`config.mk`:
```
export PLATFORM = sky130hd
export DESIGN_NAME = main_osc_control
export DESIGN_NICKNAME = d
export VERILOG_FILES = /design/src/logic/osc_pkg.sv /design/src/logic/startup_timer.sv /design/src/logic/freq_meter.sv /design/src/logic/main_osc_control.sv
export VERILOG_INCLUDE_DIRS = /design/src /design/src/logic
export SDC_FILE = /design/constraint.sdc
export NUM_CORES = 1
export LEC_CHECK = 0
export BUFFER_PORTS_ARGS = -buffer_cell sky130_fd_sc_hd__buf_4
export CORE_MARGIN = 1
export CORE_UTILIZATION = 37
export CTS_CLUSTER_DIAMETER = 150
export DETAILED_ROUTE_END_ITERATION = 12
export PLACE_DENSITY = 0.64
export SLEW_MARGIN = 0
export SYNTH_ARGS = -nofsm -noshare
export SYNTH_HDL_FRONTEND = slang
export SYNTH_SLANG_ARGS = --single-unit
```
`constraint.sdc`:
```
create_clock -name sys_clk -period 3.5 [get_ports sys_clk]
set_input_delay 0 -clock sys_clk [delete_from_list [all_inputs] [get_ports sys_clk]]
set_output_delay 0 -clock sys_clk [all_outputs]
set_load 0.03 [all_outputs]
```
`src/logic/osc_regs.svh`:
```
// Function
// [RULE_01] After reset the main oscillator is off and the system runs from the slow clock.
// [RULE_02] Clearing the oscillator enable bit clears the stable flag.
// [RULE_03] An enable write clears the stable flag and loads a down-counter ticking at slow/8.
// [RULE_04] The startup count field is 8 bits wide, about 62 ms at most.
// [RULE_05] The stable flag sets when the startup down-counter reaches zero.
// [RULE_06] The interrupt rises when the stable event is set and its mask bit is on.
// [RULE_07] Software programs a startup count that covers the crystal startup time.
// [RULE_08] The frequency counter starts on main clock after the next slow rising edge.
// [RULE_09] At the 16th slow falling edge the counter stops and the ready flag sets.
// [RULE_10] The counter reads as main clock cycles over 16 slow clock periods.
// [RULE_11] For an external clock software sets bypass to 1 and keeps enable at 0.
// [RULE_12] The slow clock comes from the crystal or the RC source by a select signal.
// [RULE_13] The slow clock is never stopped.
// [RULE_14] Each rise of the stable flag clears ready and restarts a measurement.
// [RULE_15] The stable flag stays clear while counting; a new enable write reloads the count.
`ifndef OSC_REGS_SVH
`define OSC_REGS_SVH
`define CTRL_OFFSET     8'h00
`define FREQ_OFFSET     8'h04
`define STATUS_OFFSET   8'h08
`define EVENT_OFFSET    8'h0C
`define MASK_OFFSET     8'h10
`define ENABLE_BIT      0
`define BYPASS_BIT      1
`define COUNT_LSB       8
`define COUNT_MSB       15
`define READY_BIT       16
`define STABLE_BIT      0
`define EVT_STABLE_BIT  0
`define EVT_READY_BIT   1
`define EVT_W           2
`define PRESCALE_LAST   3'h7
`define MEASURE_LAST    5'h0F
`define CTRL_RESET      32'h0000_0000
`define MASK_RESET      2'h0
`define RESP_OKAY       2'h0
`define RESP_SLVERR     2'h2
`endif

```
`src/logic/osc_pkg.sv`:
```
package osc_pkg;
    typedef enum logic [1:0] {
        MEAS_IDLE  = 2'h0,
        MEAS_ARM   = 2'h1,
        MEAS_COUNT = 2'h3,
        MEAS_DONE  = 2'h2
    } meas_state_t;
    typedef logic [7:0]  startup_count_t;
    typedef logic [15:0] freq_count_t;
    function automatic logic [31:0] merge_bytes(logic [31:0] old_w, logic [31:0] new_w,
                                                logic [3:0] strb);
        logic [31:0] res;
        res = old_w;
        for (int i = 0; i < 4; i++)
        begin
            if (strb[i])
                res[i*8 +: 8] = new_w[i*8 +: 8];
        end
        return res;
    endfunction : merge_bytes
endpackage : osc_pkg

```
`src/logic/startup_timer.sv`:
```
`timescale 1ns/100ps
`include "osc_regs.svh"
module startup_timer
    import osc_pkg::*;
(
    input  wire logic           sys_clk,
    input  wire logic           rstn,
    input  wire logic           load,
    input  wire logic           stop,
    input  wire startup_count_t load_count,
    input  wire logic           slow_rise,
    output logic                stable
);
    logic [2:0]     pre_reg,     pre_next;
    startup_count_t cnt_reg,     cnt_next;
    logic           run_reg,     run_next;
    logic           stable_reg,  stable_next;
    logic           tick;

    assign tick   = run_reg & slow_rise & (pre_reg == `PRESCALE_LAST);
    assign stable = stable_reg;

    always_comb
    begin
        pre_next    = pre_reg;
        cnt_next    = cnt_reg;
        run_next    = run_reg;
        stable_next = stable_reg;
        if (stop)
        begin
            run_next    = 1'b0; // [RULE_02]
            stable_next = 1'b0;
        end
        else if (load)
        begin
            cnt_next    = load_count; // [RULE_03] [RULE_15]
            pre_next    = 3'h0;
            run_next    = 1'b1;
            stable_next = 1'b0;
        end
        else if (run_reg && slow_rise)
        begin
            pre_next = pre_reg + 3'h1; // [RULE_03]
            if (tick)
            begin
                if (cnt_reg <= 8'h01)
                begin
                    cnt_next    = 8'h00;
                    run_next    = 1'b0;
                    stable_next = 1'b1; // [RULE_05]
                end
                else
                    cnt_next = cnt_reg - 8'h01;
            end
        end
    end

    always_ff @(posedge sys_clk)
    begin
        if (!rstn)
        begin
            pre_reg    <= 3'h0;
            cnt_reg    <= 8'h00;
            run_reg    <= 1'b0;
            stable_reg <= 1'b0;
        end
        else
        begin
            pre_reg    <= pre_next;
            cnt_reg    <= cnt_next;
            run_reg    <= run_next;
            stable_reg <= stable_next;
        end
    end
endmodule : startup_timer

```
`src/logic/freq_meter.sv`:
```
`timescale 1ns/100ps
`include "osc_regs.svh"
module freq_meter
    import osc_pkg::*;
(
    input  wire logic  sys_clk,
    input  wire logic  rstn,
    input  wire logic  stable,
    input  wire logic  slow_rise,
    input  wire logic  slow_fall,
    input  wire logic  main_rise,
    output freq_count_t freq_count,
    output logic        ready
);
    meas_state_t state_reg,  state_next;
    freq_count_t cnt_reg,    cnt_next;
    logic [4:0]  falls_reg,  falls_next;
    logic        ready_reg,  ready_next;
    logic        prev_reg;
    logic        start;

    assign start      = stable & ~prev_reg;
    assign freq_count = cnt_reg;
    assign ready      = ready_reg;

    always_comb
    begin
        state_next = state_reg;
        cnt_next   = cnt_reg;
        falls_next = falls_reg;
        ready_next = ready_reg;
        unique case (state_reg)
            MEAS_IDLE: ;
            MEAS_ARM:
                if (slow_rise)
                    state_next = MEAS_COUNT; // [RULE_08]
            MEAS_COUNT:
            begin
                if (main_rise)
                    cnt_next = cnt_reg + 16'h0001; // [RULE_10]
                if (slow_fall)
                begin
                    falls_next = falls_reg + 5'h01;
                    if (falls_reg == `MEASURE_LAST)
                    begin
                        state_next = MEAS_DONE; // [RULE_09]
                        ready_next = 1'b1;
                    end
                end
            end
            MEAS_DONE: ;
        endcase
        if (start)
        begin
            state_next = MEAS_ARM; // [RULE_14]
            cnt_next   = 16'h0000;
            falls_next = 5'h00;
            ready_next = 1'b0;
        end
        else if (!stable)
            state_next = MEAS_IDLE;
    end

    always_ff @(posedge sys_clk)
    begin
        if (!rstn)
        begin
            state_reg <= MEAS_IDLE;
            cnt_reg   <= 16'h0000;
            falls_reg <= 5'h00;
            ready_reg <= 1'b0;
            prev_reg  <= 1'b0;
        end
        else
        begin
            state_reg <= state_next;
            cnt_reg   <= cnt_next;
            falls_reg <= falls_next;
            ready_reg <= ready_next;
            prev_reg  <= stable;
        end
    end
endmodule : freq_meter

```
`src/logic/main_osc_control.sv`:
```
`timescale 1ns/100ps
`include "osc_regs.svh"
module main_osc_control
    import osc_pkg::*;
(
    input  wire logic        sys_clk,
    input  wire logic        rstn,
    input  wire logic [7:0]  s_axi_awaddr,
    input  wire logic        s_axi_awvalid,
    output logic             s_axi_awready,
    input  wire logic [31:0] s_axi_wdata,
    input  wire logic [3:0]  s_axi_wstrb,
    input  wire logic        s_axi_wvalid,
    output logic             s_axi_wready,
    output logic [1:0]       s_axi_bresp,
    output logic             s_axi_bvalid,
    input  wire logic        s_axi_bready,
    input  wire logic [7:0]  s_axi_araddr,
    input  wire logic        s_axi_arvalid,
    output logic             s_axi_arready,
    output logic [31:0]      s_axi_rdata,
    output logic [1:0]       s_axi_rresp,
    output logic             s_axi_rvalid,
    input  wire logic        s_axi_rready,
    input  wire logic        slow_xtal,
    input  wire logic        slow_rc,
    input  wire logic        slow_source_select,
    input  wire logic        main_clock,
    output logic             slow_clock,
    output logic             main_osc_enable,
    output logic             osc_bypass_a,
    output logic             main_osc_stable,
    output logic             sys_on_main,
    output logic             irq
);
    // Bus slave state
    logic        aw_full_reg,  aw_full_next;
    logic [7:0]  awaddr_reg,   awaddr_next;
    logic        w_full_reg,   w_full_next;
    logic [31:0] wdata_reg,    wdata_next;
    logic [3:0]  wstrb_reg,    wstrb_next;
    logic        awready_reg,  awready_next;
    logic        wready_reg,   wready_next;
    logic        bvalid_reg,   bvalid_next;
    logic [1:0]  bresp_reg,    bresp_next;
    logic        arready_reg,  arready_next;
    logic        rvalid_reg,   rvalid_next;
    logic [1:0]  rresp_reg,    rresp_next;
    logic [31:0] rdata_reg,    rdata_next;
    // Register file state
    logic [31:0]      ctrl_reg,   ctrl_next;
    logic [`EVT_W-1:0] evt_reg,   evt_next;
    logic [`EVT_W-1:0] mask_reg,  mask_next;
    logic             irq_reg,    irq_next;
    logic             on_main_reg, on_main_next;
    // Pin sampling state
    logic slow_reg, slow_prev_reg, main_reg, main_prev_reg;
    logic stable_prev_reg, ready_prev_reg;

    logic        do_write;
    logic        load_pulse;
    logic        stop_pulse;
    logic        slow_rise;
    logic        slow_fall;
    logic        main_rise;
    logic        stable;
    logic        ready;
    freq_count_t freq_count;
    logic [31:0] ctrl_merged;
    logic [`EVT_W-1:0] evt_set;

    function automatic logic mapped(logic [7:0] a);
        return a == `CTRL_OFFSET || a == `FREQ_OFFSET || a == `STATUS_OFFSET ||
               a == `EVENT_OFFSET || a == `MASK_OFFSET;
    endfunction : mapped

    assign do_write    = aw_full_reg & w_full_reg & ~bvalid_reg;
    assign ctrl_merged = merge_bytes(ctrl_reg, wdata_reg, wstrb_reg);
    assign load_pulse  = do_write && awaddr_reg == `CTRL_OFFSET &&
                         ctrl_merged[`ENABLE_BIT]; // [RULE_03] [RULE_15]
    assign stop_pulse  = do_write && awaddr_reg == `CTRL_OFFSET &&
                         !ctrl_merged[`ENABLE_BIT]; // [RULE_02]
    assign slow_rise   = slow_reg & ~slow_prev_reg;
    assign slow_fall   = ~slow_reg & slow_prev_reg;
    assign main_rise   = main_reg & ~main_prev_reg;
    assign evt_set     = {ready & ~ready_prev_reg, stable & ~stable_prev_reg};

    startup_timer u_startup_timer (
        .sys_clk    (sys_clk),
        .rstn       (rstn),
        .load       (load_pulse),
        .stop       (stop_pulse),
        .load_count (ctrl_merged[`COUNT_MSB:`COUNT_LSB]), // [RULE_04]
        .slow_rise  (slow_rise),
        .stable     (stable)
    );

    freq_meter u_freq_meter (
        .sys_clk    (sys_clk),
        .rstn       (rstn),
        .stable     (stable),
        .slow_rise  (slow_rise),
        .slow_fall  (slow_fall),
        .main_rise  (main_rise),
        .freq_count (freq_count),
        .ready      (ready)
    );

    // Write channel
    always_comb
    begin
        aw_full_next = aw_full_reg;
        awaddr_next  = awaddr_reg;
        w_full_next  = w_full_reg;
        wdata_next   = wdata_reg;
        wstrb_next   = wstrb_reg;
        bvalid_next  = bvalid_reg;
        bresp_next   = bresp_reg;
        if (s_axi_awvalid && awready_reg)
        begin
            aw_full_next = 1'b1;
            awaddr_next  = s_axi_awaddr;
        end
        if (s_axi_wvalid && wready_reg)
        begin
            w_full_next = 1'b1;
            wdata_next  = s_axi_wdata;
            wstrb_next  = s_axi_wstrb;
        end
        if (do_write)
        begin
            aw_full_next = 1'b0;
            w_full_next  = 1'b0;
            bvalid_next  = 1'b1;
            bresp_next   = mapped(awaddr_reg) ? `RESP_OKAY : `RESP_SLVERR;
        end
        else if (bvalid_reg && s_axi_bready)
            bvalid_next = 1'b0;
        awready_next = ~aw_full_next;
        wready_next  = ~w_full_next;
    end

    // Read channel
    always_comb
    begin
        rvalid_next = rvalid_reg;
        rdata_next  = rdata_reg;
        rresp_next  = rresp_reg;
        if (s_axi_arvalid && arready_reg)
        begin
            rvalid_next = 1'b1;
            rresp_next  = mapped(s_axi_araddr) ? `RESP_OKAY : `RESP_SLVERR;
            unique case (s_axi_araddr)
                `CTRL_OFFSET:   rdata_next = ctrl_reg;
                `FREQ_OFFSET:   rdata_next = {15'h0000, ready, freq_count}; // [RULE_10]
                `STATUS_OFFSET: rdata_next = {31'h0000_0000, stable};
                `EVENT_OFFSET:  rdata_next = {30'h0000_0000, evt_reg};
                `MASK_OFFSET:   rdata_next = {30'h0000_0000, mask_reg};
                default:        rdata_next = 32'h0000_0000;
            endcase
        end
        else if (rvalid_reg && s_axi_rready)
            rvalid_next = 1'b0;
        arready_next = ~rvalid_next;
    end

    // Register file and interrupt
    always_comb
    begin
        ctrl_next = ctrl_reg;
        mask_next = mask_reg;
        evt_next  = evt_reg;
        if (do_write && awaddr_reg == `CTRL_OFFSET)
        begin
            ctrl_next = 32'h0000_0000;
            ctrl_next[`ENABLE_BIT] = ctrl_merged[`ENABLE_BIT];
            ctrl_next[`BYPASS_BIT] = ctrl_merged[`BYPASS_BIT];
            ctrl_next[`COUNT_MSB:`COUNT_LSB] = ctrl_merged[`COUNT_MSB:`COUNT_LSB];
        end
        if (do_write && awaddr_reg == `MASK_OFFSET && wstrb_reg[0])
            mask_next = wdata_reg[`EVT_W-1:0];
        if (do_write && awaddr_reg == `EVENT_OFFSET && wstrb_reg[0])
            evt_next = evt_reg & ~wdata_reg[`EVT_W-1:0];
        evt_next     = evt_next | evt_set;
        irq_next     = |(evt_next & mask_next); // [RULE_06]
        on_main_next = stable & ctrl_next[`ENABLE_BIT]; // [RULE_01]
    end

    always_ff @(posedge sys_clk)
    begin
        if (!rstn)
        begin
            aw_full_reg     <= 1'b0;
            awaddr_reg      <= 8'h00;
            w_full_reg      <= 1'b0;
            wdata_reg       <= 32'h0000_0000;
            wstrb_reg       <= 4'h0;
            awready_reg     <= 1'b0;
            wready_reg      <= 1'b0;
            bvalid_reg      <= 1'b0;
            bresp_reg       <= `RESP_OKAY;
            arready_reg     <= 1'b0;
            rvalid_reg      <= 1'b0;
            rresp_reg       <= `RESP_OKAY;
            rdata_reg       <= 32'h0000_0000;
            ctrl_reg        <= `CTRL_RESET; // [RULE_01]
            evt_reg         <= 2'h0;
            mask_reg        <= `MASK_RESET;
            irq_reg         <= 1'b0;
            on_main_reg     <= 1'b0;
            slow_reg        <= 1'b0;
            slow_prev_reg   <= 1'b0;
            main_reg        <= 1'b0;
            main_prev_reg   <= 1'b0;
            stable_prev_reg <= 1'b0;
            ready_prev_reg  <= 1'b0;
        end
        else
        begin
            aw_full_reg     <= aw_full_next;
            awaddr_reg      <= awaddr_next;
            w_full_reg      <= w_full_next;
            wdata_reg       <= wdata_next;
            wstrb_reg       <= wstrb_next;
            awready_reg     <= awready_next;
            wready_reg      <= wready_next;
            bvalid_reg      <= bvalid_next;
            bresp_reg       <= bresp_next;
            arready_reg     <= arready_next;
            rvalid_reg      <= rvalid_next;
            rresp_reg       <= rresp_next;
            rdata_reg       <= rdata_next;
            ctrl_reg        <= ctrl_next;
            evt_reg         <= evt_next;
            mask_reg        <= mask_next;
            irq_reg         <= irq_next;
            on_main_reg     <= on_main_next;
            slow_reg        <= slow_source_select ? slow_rc : slow_xtal; // [RULE_12] [RULE_13]
            slow_prev_reg   <= slow_reg;
            main_reg        <= main_clock;
            main_prev_reg   <= main_reg;
            stable_prev_reg <= stable;
            ready_prev_reg  <= ready;
        end
    end

    assign s_axi_awready   = awready_reg;
    assign s_axi_wready    = wready_reg;
    assign s_axi_bvalid    = bvalid_reg;
    assign s_axi_bresp     = bresp_reg;
    assign s_axi_arready   = arready_reg;
    assign s_axi_rvalid    = rvalid_reg;
    assign s_axi_rresp     = rresp_reg;
    assign s_axi_rdata     = rdata_reg;
    assign slow_clock      = slow_reg;
    assign main_osc_enable = ctrl_reg[`ENABLE_BIT];
    assign osc_bypass_a    = ctrl_reg[`BYPASS_BIT];
    assign main_osc_stable = stable;
    assign sys_on_main     = on_main_reg;
    assign irq             = irq_reg;
endmodule : main_osc_control

```
* Word-level counts from Yosys, hierarchy flattened
Index checks and enable logic that the tools add are counted.
** Storage, ports and cells
- Register bits :: 128
- Input port bits :: 63
- Output and inout port bits :: 47
- Logic and storage cells :: 162
** Operators by class
- Add/subtract/negate cells :: 4
- $lt $le $gt $ge :: 1
- Equal/unequal tests :: 19
- Muxes and demuxes :: 33
- Bitwise operators :: 26
- Reduce and logical (&&, ||, !) cells :: 44
** Operators by type and width (count)
- $pmux W17 S5 :: 1
- $mux W8 :: 5
- $eq A8 B4 Y1 const B :: 4
- $mux W1 :: 17
- $add A16 B1 Y16 const B :: 1
- $eq A8 B3 Y1 const B :: 2
- $eq A8 B5 Y1 const B :: 2
- $logic_not A8 Y1 :: 2
- $mux W2 :: 7
- $logic_and A1 B1 Y1 :: 13
- $not A1 Y1 :: 12
- $reduce_and A3 Y1 :: 4
- $and A1 B1 Y1 :: 10
- $reduce_bool A2 Y1 :: 5
- $le A8 B1 Y1 const B :: 1
- $logic_or A1 B1 Y1 :: 8
- $ne A4 B3 Y1 const B :: 2
- $reduce_and A2 Y1 :: 4
- $reduce_and A4 Y1 :: 2
- $sub A8 B1 Y8 const B :: 1
- $mux W3 :: 2
- $reduce_or A2 Y1 :: 3
- $reduce_or A3 Y1 :: 2
- $add A5 B1 Y5 const B :: 1
- 14 further kinds :: 16

* Logic depth before layout (Yosys ltp)
- Depth after elaboration :: 8
- Mapped depth :: 7
- Mapped depth without buffers :: 7

* Modules after synthesis
A second synthesis with hierarchy kept.
** Unflattened totals
- Cells, all modules :: 544
- Area total of the unflattened synthesis :: 4827.1 um^2
** Modules (own cells, without submodules)
- main_osc_control :: instances 1, cells an instance 323, area an instance 2964.1 um^2, sequential area each 1361.3 um^2
- freq_meter :: instances 1, cells an instance 125, area an instance 1084.8 um^2, sequential area each 500.5 um^2
- startup_timer :: instances 1, cells an instance 96, area an instance 778.2 um^2, sequential area each 260.2 um^2

* Least setup slack after synthesis
Ideal clock, no wire load.
- Path type :: flip-flop to flip-flop
- Start :: register u_startup_timer.cnt_reg[2]
- End :: register u_startup_timer.cnt_reg[7]
- Setup time :: 0.115 ns
- Arrival :: 1.712 ns
- Data required time :: 3.385 ns
- Setup slack :: 1.673 ns
- Stages on the path, launching flop included :: 6
- Path buffers :: 0
- Clock period less this slack :: 1.827 ns
- Path through :: dfxtp_1 or4_4 or4_4 nand2_4 o221ai_2 and2_1
** Between the ends
- Word-level cells in the longest chain between the ends :: 5
- Elaborated cells between the ends (all ways) :: 6
- Those cells by class :: add/sub (1); order compare (1); mux (4)
** Ends and longest elaborated chain
- start, declared :: line startup_timer.sv:15 : startup_count_t cnt_reg, cnt_next;
- start signal, assigned :: line startup_timer.sv:70 : cnt_reg <= cnt_next;
- $sub A8 B1 Y8 / $le A8 B1 Y1 (equally long branches) :: line startup_timer.sv:53, startup_timer.sv:46
- $mux W8 (*) :: line startup_timer.sv:46 : if (cnt_reg <= 8'h01)
- $mux W8 (*) :: line startup_timer.sv:44 : if (tick)
- $mux W8 (*) :: line startup_timer.sv:41 : else if (run_reg && slow_rise)
- $mux W8 (*) :: line startup_timer.sv:34 : else if (load)
Every way passes the cells marked *; elsewhere a longest branch is shown, timed or not. The select of a mux whose other input is x is not followed.
A chain may end at the register's enable or synchronous reset.

* Worst setup path in the final report
- Start :: register arready_reg, in the netlist s_axi_arready
- End :: register rdata_reg[6], in the netlist s_axi_rdata[6]
** Between the ends
- Word-level cells in the longest chain between the ends :: 1
** Ends and longest elaborated chain
- start, declared :: line main_osc_control.sv:46 : logic arready_reg, arready_next;
- start signal, assigned :: line main_osc_control.sv:229 : arready_reg <= arready_next;
- $logic_and A1 B1 Y1 :: line main_osc_control.sv:149 : if (s_axi_arvalid && arready_reg)
- end signal, assigned :: line main_osc_control.sv:232 : rdata_reg <= rdata_next;
- end, declared :: line main_osc_control.sv:49 : logic [31:0] rdata_reg, rdata_next;
Every way passes these cells.

==> impl_metrics.env <==
export IMPL_dr_pass1_iters=4
export IMPL_intPower_mw=1.89
export IMPL_overflow_left_after_global_routing=0
export IMPL_synth_edff_count=0
export IMPL_vdd_ir_drop_worst_v=0.000312
export IMPL_critPathRequiredTime_ps=3780
export IMPL_final_critical_path_setup_slack_ps=1180
export IMPL_power_switching_fraction_pct=22.7
export IMPL_ys_ff_latch=105
export IMPL_ff_to_ff_path_depth=4
export IMPL_power_density_cell_area_mw_per_mm2=417
export IMPL_ant_diodes=0
export IMPL_areaGrowthSynthToFinish_pct=25.7
export IMPL_hold_viol_final=0
export IMPL_netlist_area_before_placement_mm2=0.00467
export IMPL_cts_htree_levels=3
export IMPL_clockRootBuffer="sky130_fd_sc_hd__clkbuf_16"
export IMPL_max_clk_rate_mhz=432
export IMPL_cts_num_sinks=105
export IMPL_hpwl_um=7260
export IMPL_clock_power_share_pct=40.9
export IMPL_post_cts_resize_count=0
export IMPL_critical_path_fanout_max=23
export IMPL_cts_made_buffers=9
export IMPL_clk_lat_worst_skew_ps=340
export IMPL_tritoncts="built"
export IMPL_drc=0
export IMPL_floorplan_initialDensity_pct=38.4
export IMPL_max_slew_margin_rel_pct=21.6
export IMPL_run_status="finished clean"
export IMPL_holdPathStages=3
export IMPL_worst_slew_pin_transition_ps=1170
export IMPL_max_cap_violations=0
export IMPL_largest_register_ffs=17
export IMPL_setup_repair_after_global_routing_missed_its_margin="false"
export IMPL_postSynth_asyncResetShare_pct=0
export IMPL_mostFrequentLayoutCell="sky130_fd_sc_hd__dfxtp_1"
export IMPL_die_height_um=114
export IMPL_place_worst_setup_slack_ps=1170
export IMPL_leakagePower_nw=2.34
export IMPL_port_buffers=68
export IMPL_final_design_utilization_pct=48.3
export IMPL_fin_skew_ps=6.73
export IMPL_placement_rows=40
export IMPL_setup_tns_ps=0
export IMPL_route_detailed_wl_per_inst_um=13.0
export IMPL_comb_power_share_pct=8.4
export IMPL_vias=3790
export IMPL_most_used_cells_in_the_layout_excluding_fill_and_tap_cells="105 x sky130_fd_sc_hd__dfxtp_1, 69 x sky130_fd_sc_hd__buf_4, 67 x sky130_fd_sc_hd__nand2_1"
export IMPL_setup_worst_path_start_class="flop"
export IMPL_clock_path_buffers=2
export IMPL_routabilityCongestion=0.825
export IMPL_drt_first_iter_violations=190
export IMPL_dieArea_mm2=0.0131
export IMPL_post_synth_num_cell_types=58
export IMPL_core_footprint_mm2=0.0122
export IMPL_synth_seq_area_share_pct=45.0
export IMPL_fin_crit_sh_pct=66.2
export IMPL_post_drt_via_cell_ratio=4.81
export IMPL_num_nets_final=686
export IMPL_layout_filler_cells=1139
export IMPL_final_max_slew_viol_count=0
export IMPL_grt_first_pass_wirelength_um=17300
export IMPL_arrival_ps=2590
export IMPL_crit_path_end_kind="flop"
export IMPL_sequentialPowerShare_pct=50.7
export IMPL_total_switching_power_mw=0.555
export IMPL_post_synth_cell_area_avg_um2=8.84
export IMPL_hp_class="input pin to flop"
export IMPL_via_count_of_the_first_global_routing_pass=3644
export IMPL_groute_usage_overall_pct=16.8
export IMPL_path_clk_slew_ps=70
export IMPL_yosysWarnings=0
export IMPL_critical_path_class="flop to flop"
export IMPL_die_width_um=114
export IMPL_antenna_violating_nets_post_route=0
export IMPL_dominantRegCellSynth="sky130_fd_sc_hd__dfxtp_1"
export IMPL_boundaryPins=110
export IMPL_setup_viol_count_final=0
export IMPL_post_synthesis_cell_count=528
export IMPL_post_route_cells_drive_above_1_share_pct=16.8
export IMPL_grt_antenna_before_repair=0
export IMPL_grt_start_max_net_pins=46
export IMPL_min_cycle_time_layout_ps=2320
export IMPL_wirelength_um=10300
[final timing paths]
| check | startpoint | endpoint | slack [ps] |
|---|---|---|---|
| hold / removal | s_axi_araddr[3] | s_axi_rdata[0] | 50 |
| setup / recovery | s_axi_arready | s_axi_rdata[6] | 1180 |
| setup reg to reg | s_axi_arready | s_axi_rdata[6] | 1180 |
| hold reg to reg | stable_prev_reg | u_freq_meter.state_reg[0] | 450 |
[metrics by stage]
stage / total power, mW / hold slack [ps] / cell area, µm² / cells
6_report: 2.45 / 52.8 / 5870 / 788
3_5_place_dp: 1.45 / 231 / 5230 / 739
4_1_cts: 2.48 / 38.7 / 5870 / 788
5_1_grt: 2.55 / 45.9 / 5870 / 788
3_3_place_gp: 1.44 / 226 / 5230 / 739
2_1_floorplan: 1.39 / 127 / 4730 / 544
[per-layer routing]
metal / part of all wire (%) / vias up / GRT usage, %
li1: - / 1958 / -
met1: 45 / 1762 / 20.1
met2: 50 / 63 / 29.3
met3: 4.5 / 7 / 5.61
met4: 0.70 / 0 / 3.64
met5: 0 / - / 0
[synth_stat cells (3+ instances only)]
master	instances	area (µm²)
sky130_fd_sc_hd__buf_1	4	15.0
sky130_fd_sc_hd__a22oi_1	8	60.1
sky130_fd_sc_hd__xnor2_1	9	78.8
sky130_fd_sc_hd__or4_4	3	33.8
sky130_fd_sc_hd__nand2_1	67	251
sky130_fd_sc_hd__dfxtp_1	105	2100
sky130_fd_sc_hd__inv_1	15	56.3
sky130_fd_sc_hd__xor2_1	12	105
sky130_fd_sc_hd__buf_4	17	128
sky130_fd_sc_hd__nand4_1	4	25.0
sky130_fd_sc_hd__nor2_1	56	210
sky130_fd_sc_hd__nand3_1	16	80.1
sky130_fd_sc_hd__clkbuf_1	19	71.3
sky130_fd_sc_hd__and2_1	17	106
sky130_fd_sc_hd__nand2b_1	3	18.8
sky130_fd_sc_hd__nand4b_1	3	26.3
sky130_fd_sc_hd__a21oi_1	40	200
sky130_fd_sc_hd__mux2i_1	30	300
sky130_fd_sc_hd__ha_1	7	87.6
sky130_fd_sc_hd__a31oi_1	4	25.0
sky130_fd_sc_hd__mux2_2	3	33.8
sky130_fd_sc_hd__o21ai_0	25	125
sky130_fd_sc_hd__nor3_1	4	20.0
sky130_fd_sc_hd__nor4_1	4	25.0
sky130_fd_sc_hd__nor2b_1	3	18.8
sky130_fd_sc_hd__o22a_1	3	26.3
sky130_fd_sc_hd__and3_1	5	31.3
sky130_fd_sc_hd__nand3b_1	3	22.5
[layout make-up]
cell class,instances,area [µm²],share of cell area [%]
multi-input combinational,382,2350,40.0
inverter,15,56.3,0.959
clock inverter,3,40.0,0.682
clock buffer,12,256,4.37
sequential,105,2100,35.8
tap,168,210,3.58
timing repair buffer,103,858,14.6
[logic make-up (layout without fill, tap and decap cells)]
| family | Yosys count | after routing | synth area share [%] |
|---|---|---|---|
| buffers and inverters | 57 | 133 | 6.00 |
| adders and majority gates | 7 | 7 | 1.88 |
| other | 1 | 17 | 0.0803 |
| and+or+nand+nor | 210 | 210 | 23.4 |
| muxes | 33 | 33 | 7.16 |
| DFF | 105 | 105 | 45.0 |
| AOI/OAI and AO/OA | 94 | 94 | 12.5 |
| xor gates and xnor gates | 21 | 21 | 3.94 |
[critical path: stages (launching register included)]
cell                      delay, ps
sky130_fd_sc_hd__dfxtp_1        360
sky130_fd_sc_hd__nand2_1        460
sky130_fd_sc_hd__nor4_1        1140
sky130_fd_sc_hd__a22oi_1        150
sky130_fd_sc_hd__nor2_1         140
[power groups by stage]
| stage | Combinational [mW] | Sequential (mW) | Clock, mW |
|---|---|---|---|
| final | 0.207 | 1.24 | 1.00 |
| after global routing | 0.225 | 1.25 | 1.08 |
| after CTS | 0.207 | 1.24 | 1.03 |
| after detailed placement | 0.178 | 1.27 | 0 |
| after global placement | 0.175 | 1.27 | 0 |
| after floorplan | 0.123 | 1.27 | 0 |
[timing repair]
action	4_1_cts	5_1_grt
setup buffers	0	0
endpoints found under the hold margin	25	0
setup endpoints to repair	0	0
hold buffers	34	0
Note: power is estimated with default switching activity, not from simulation.
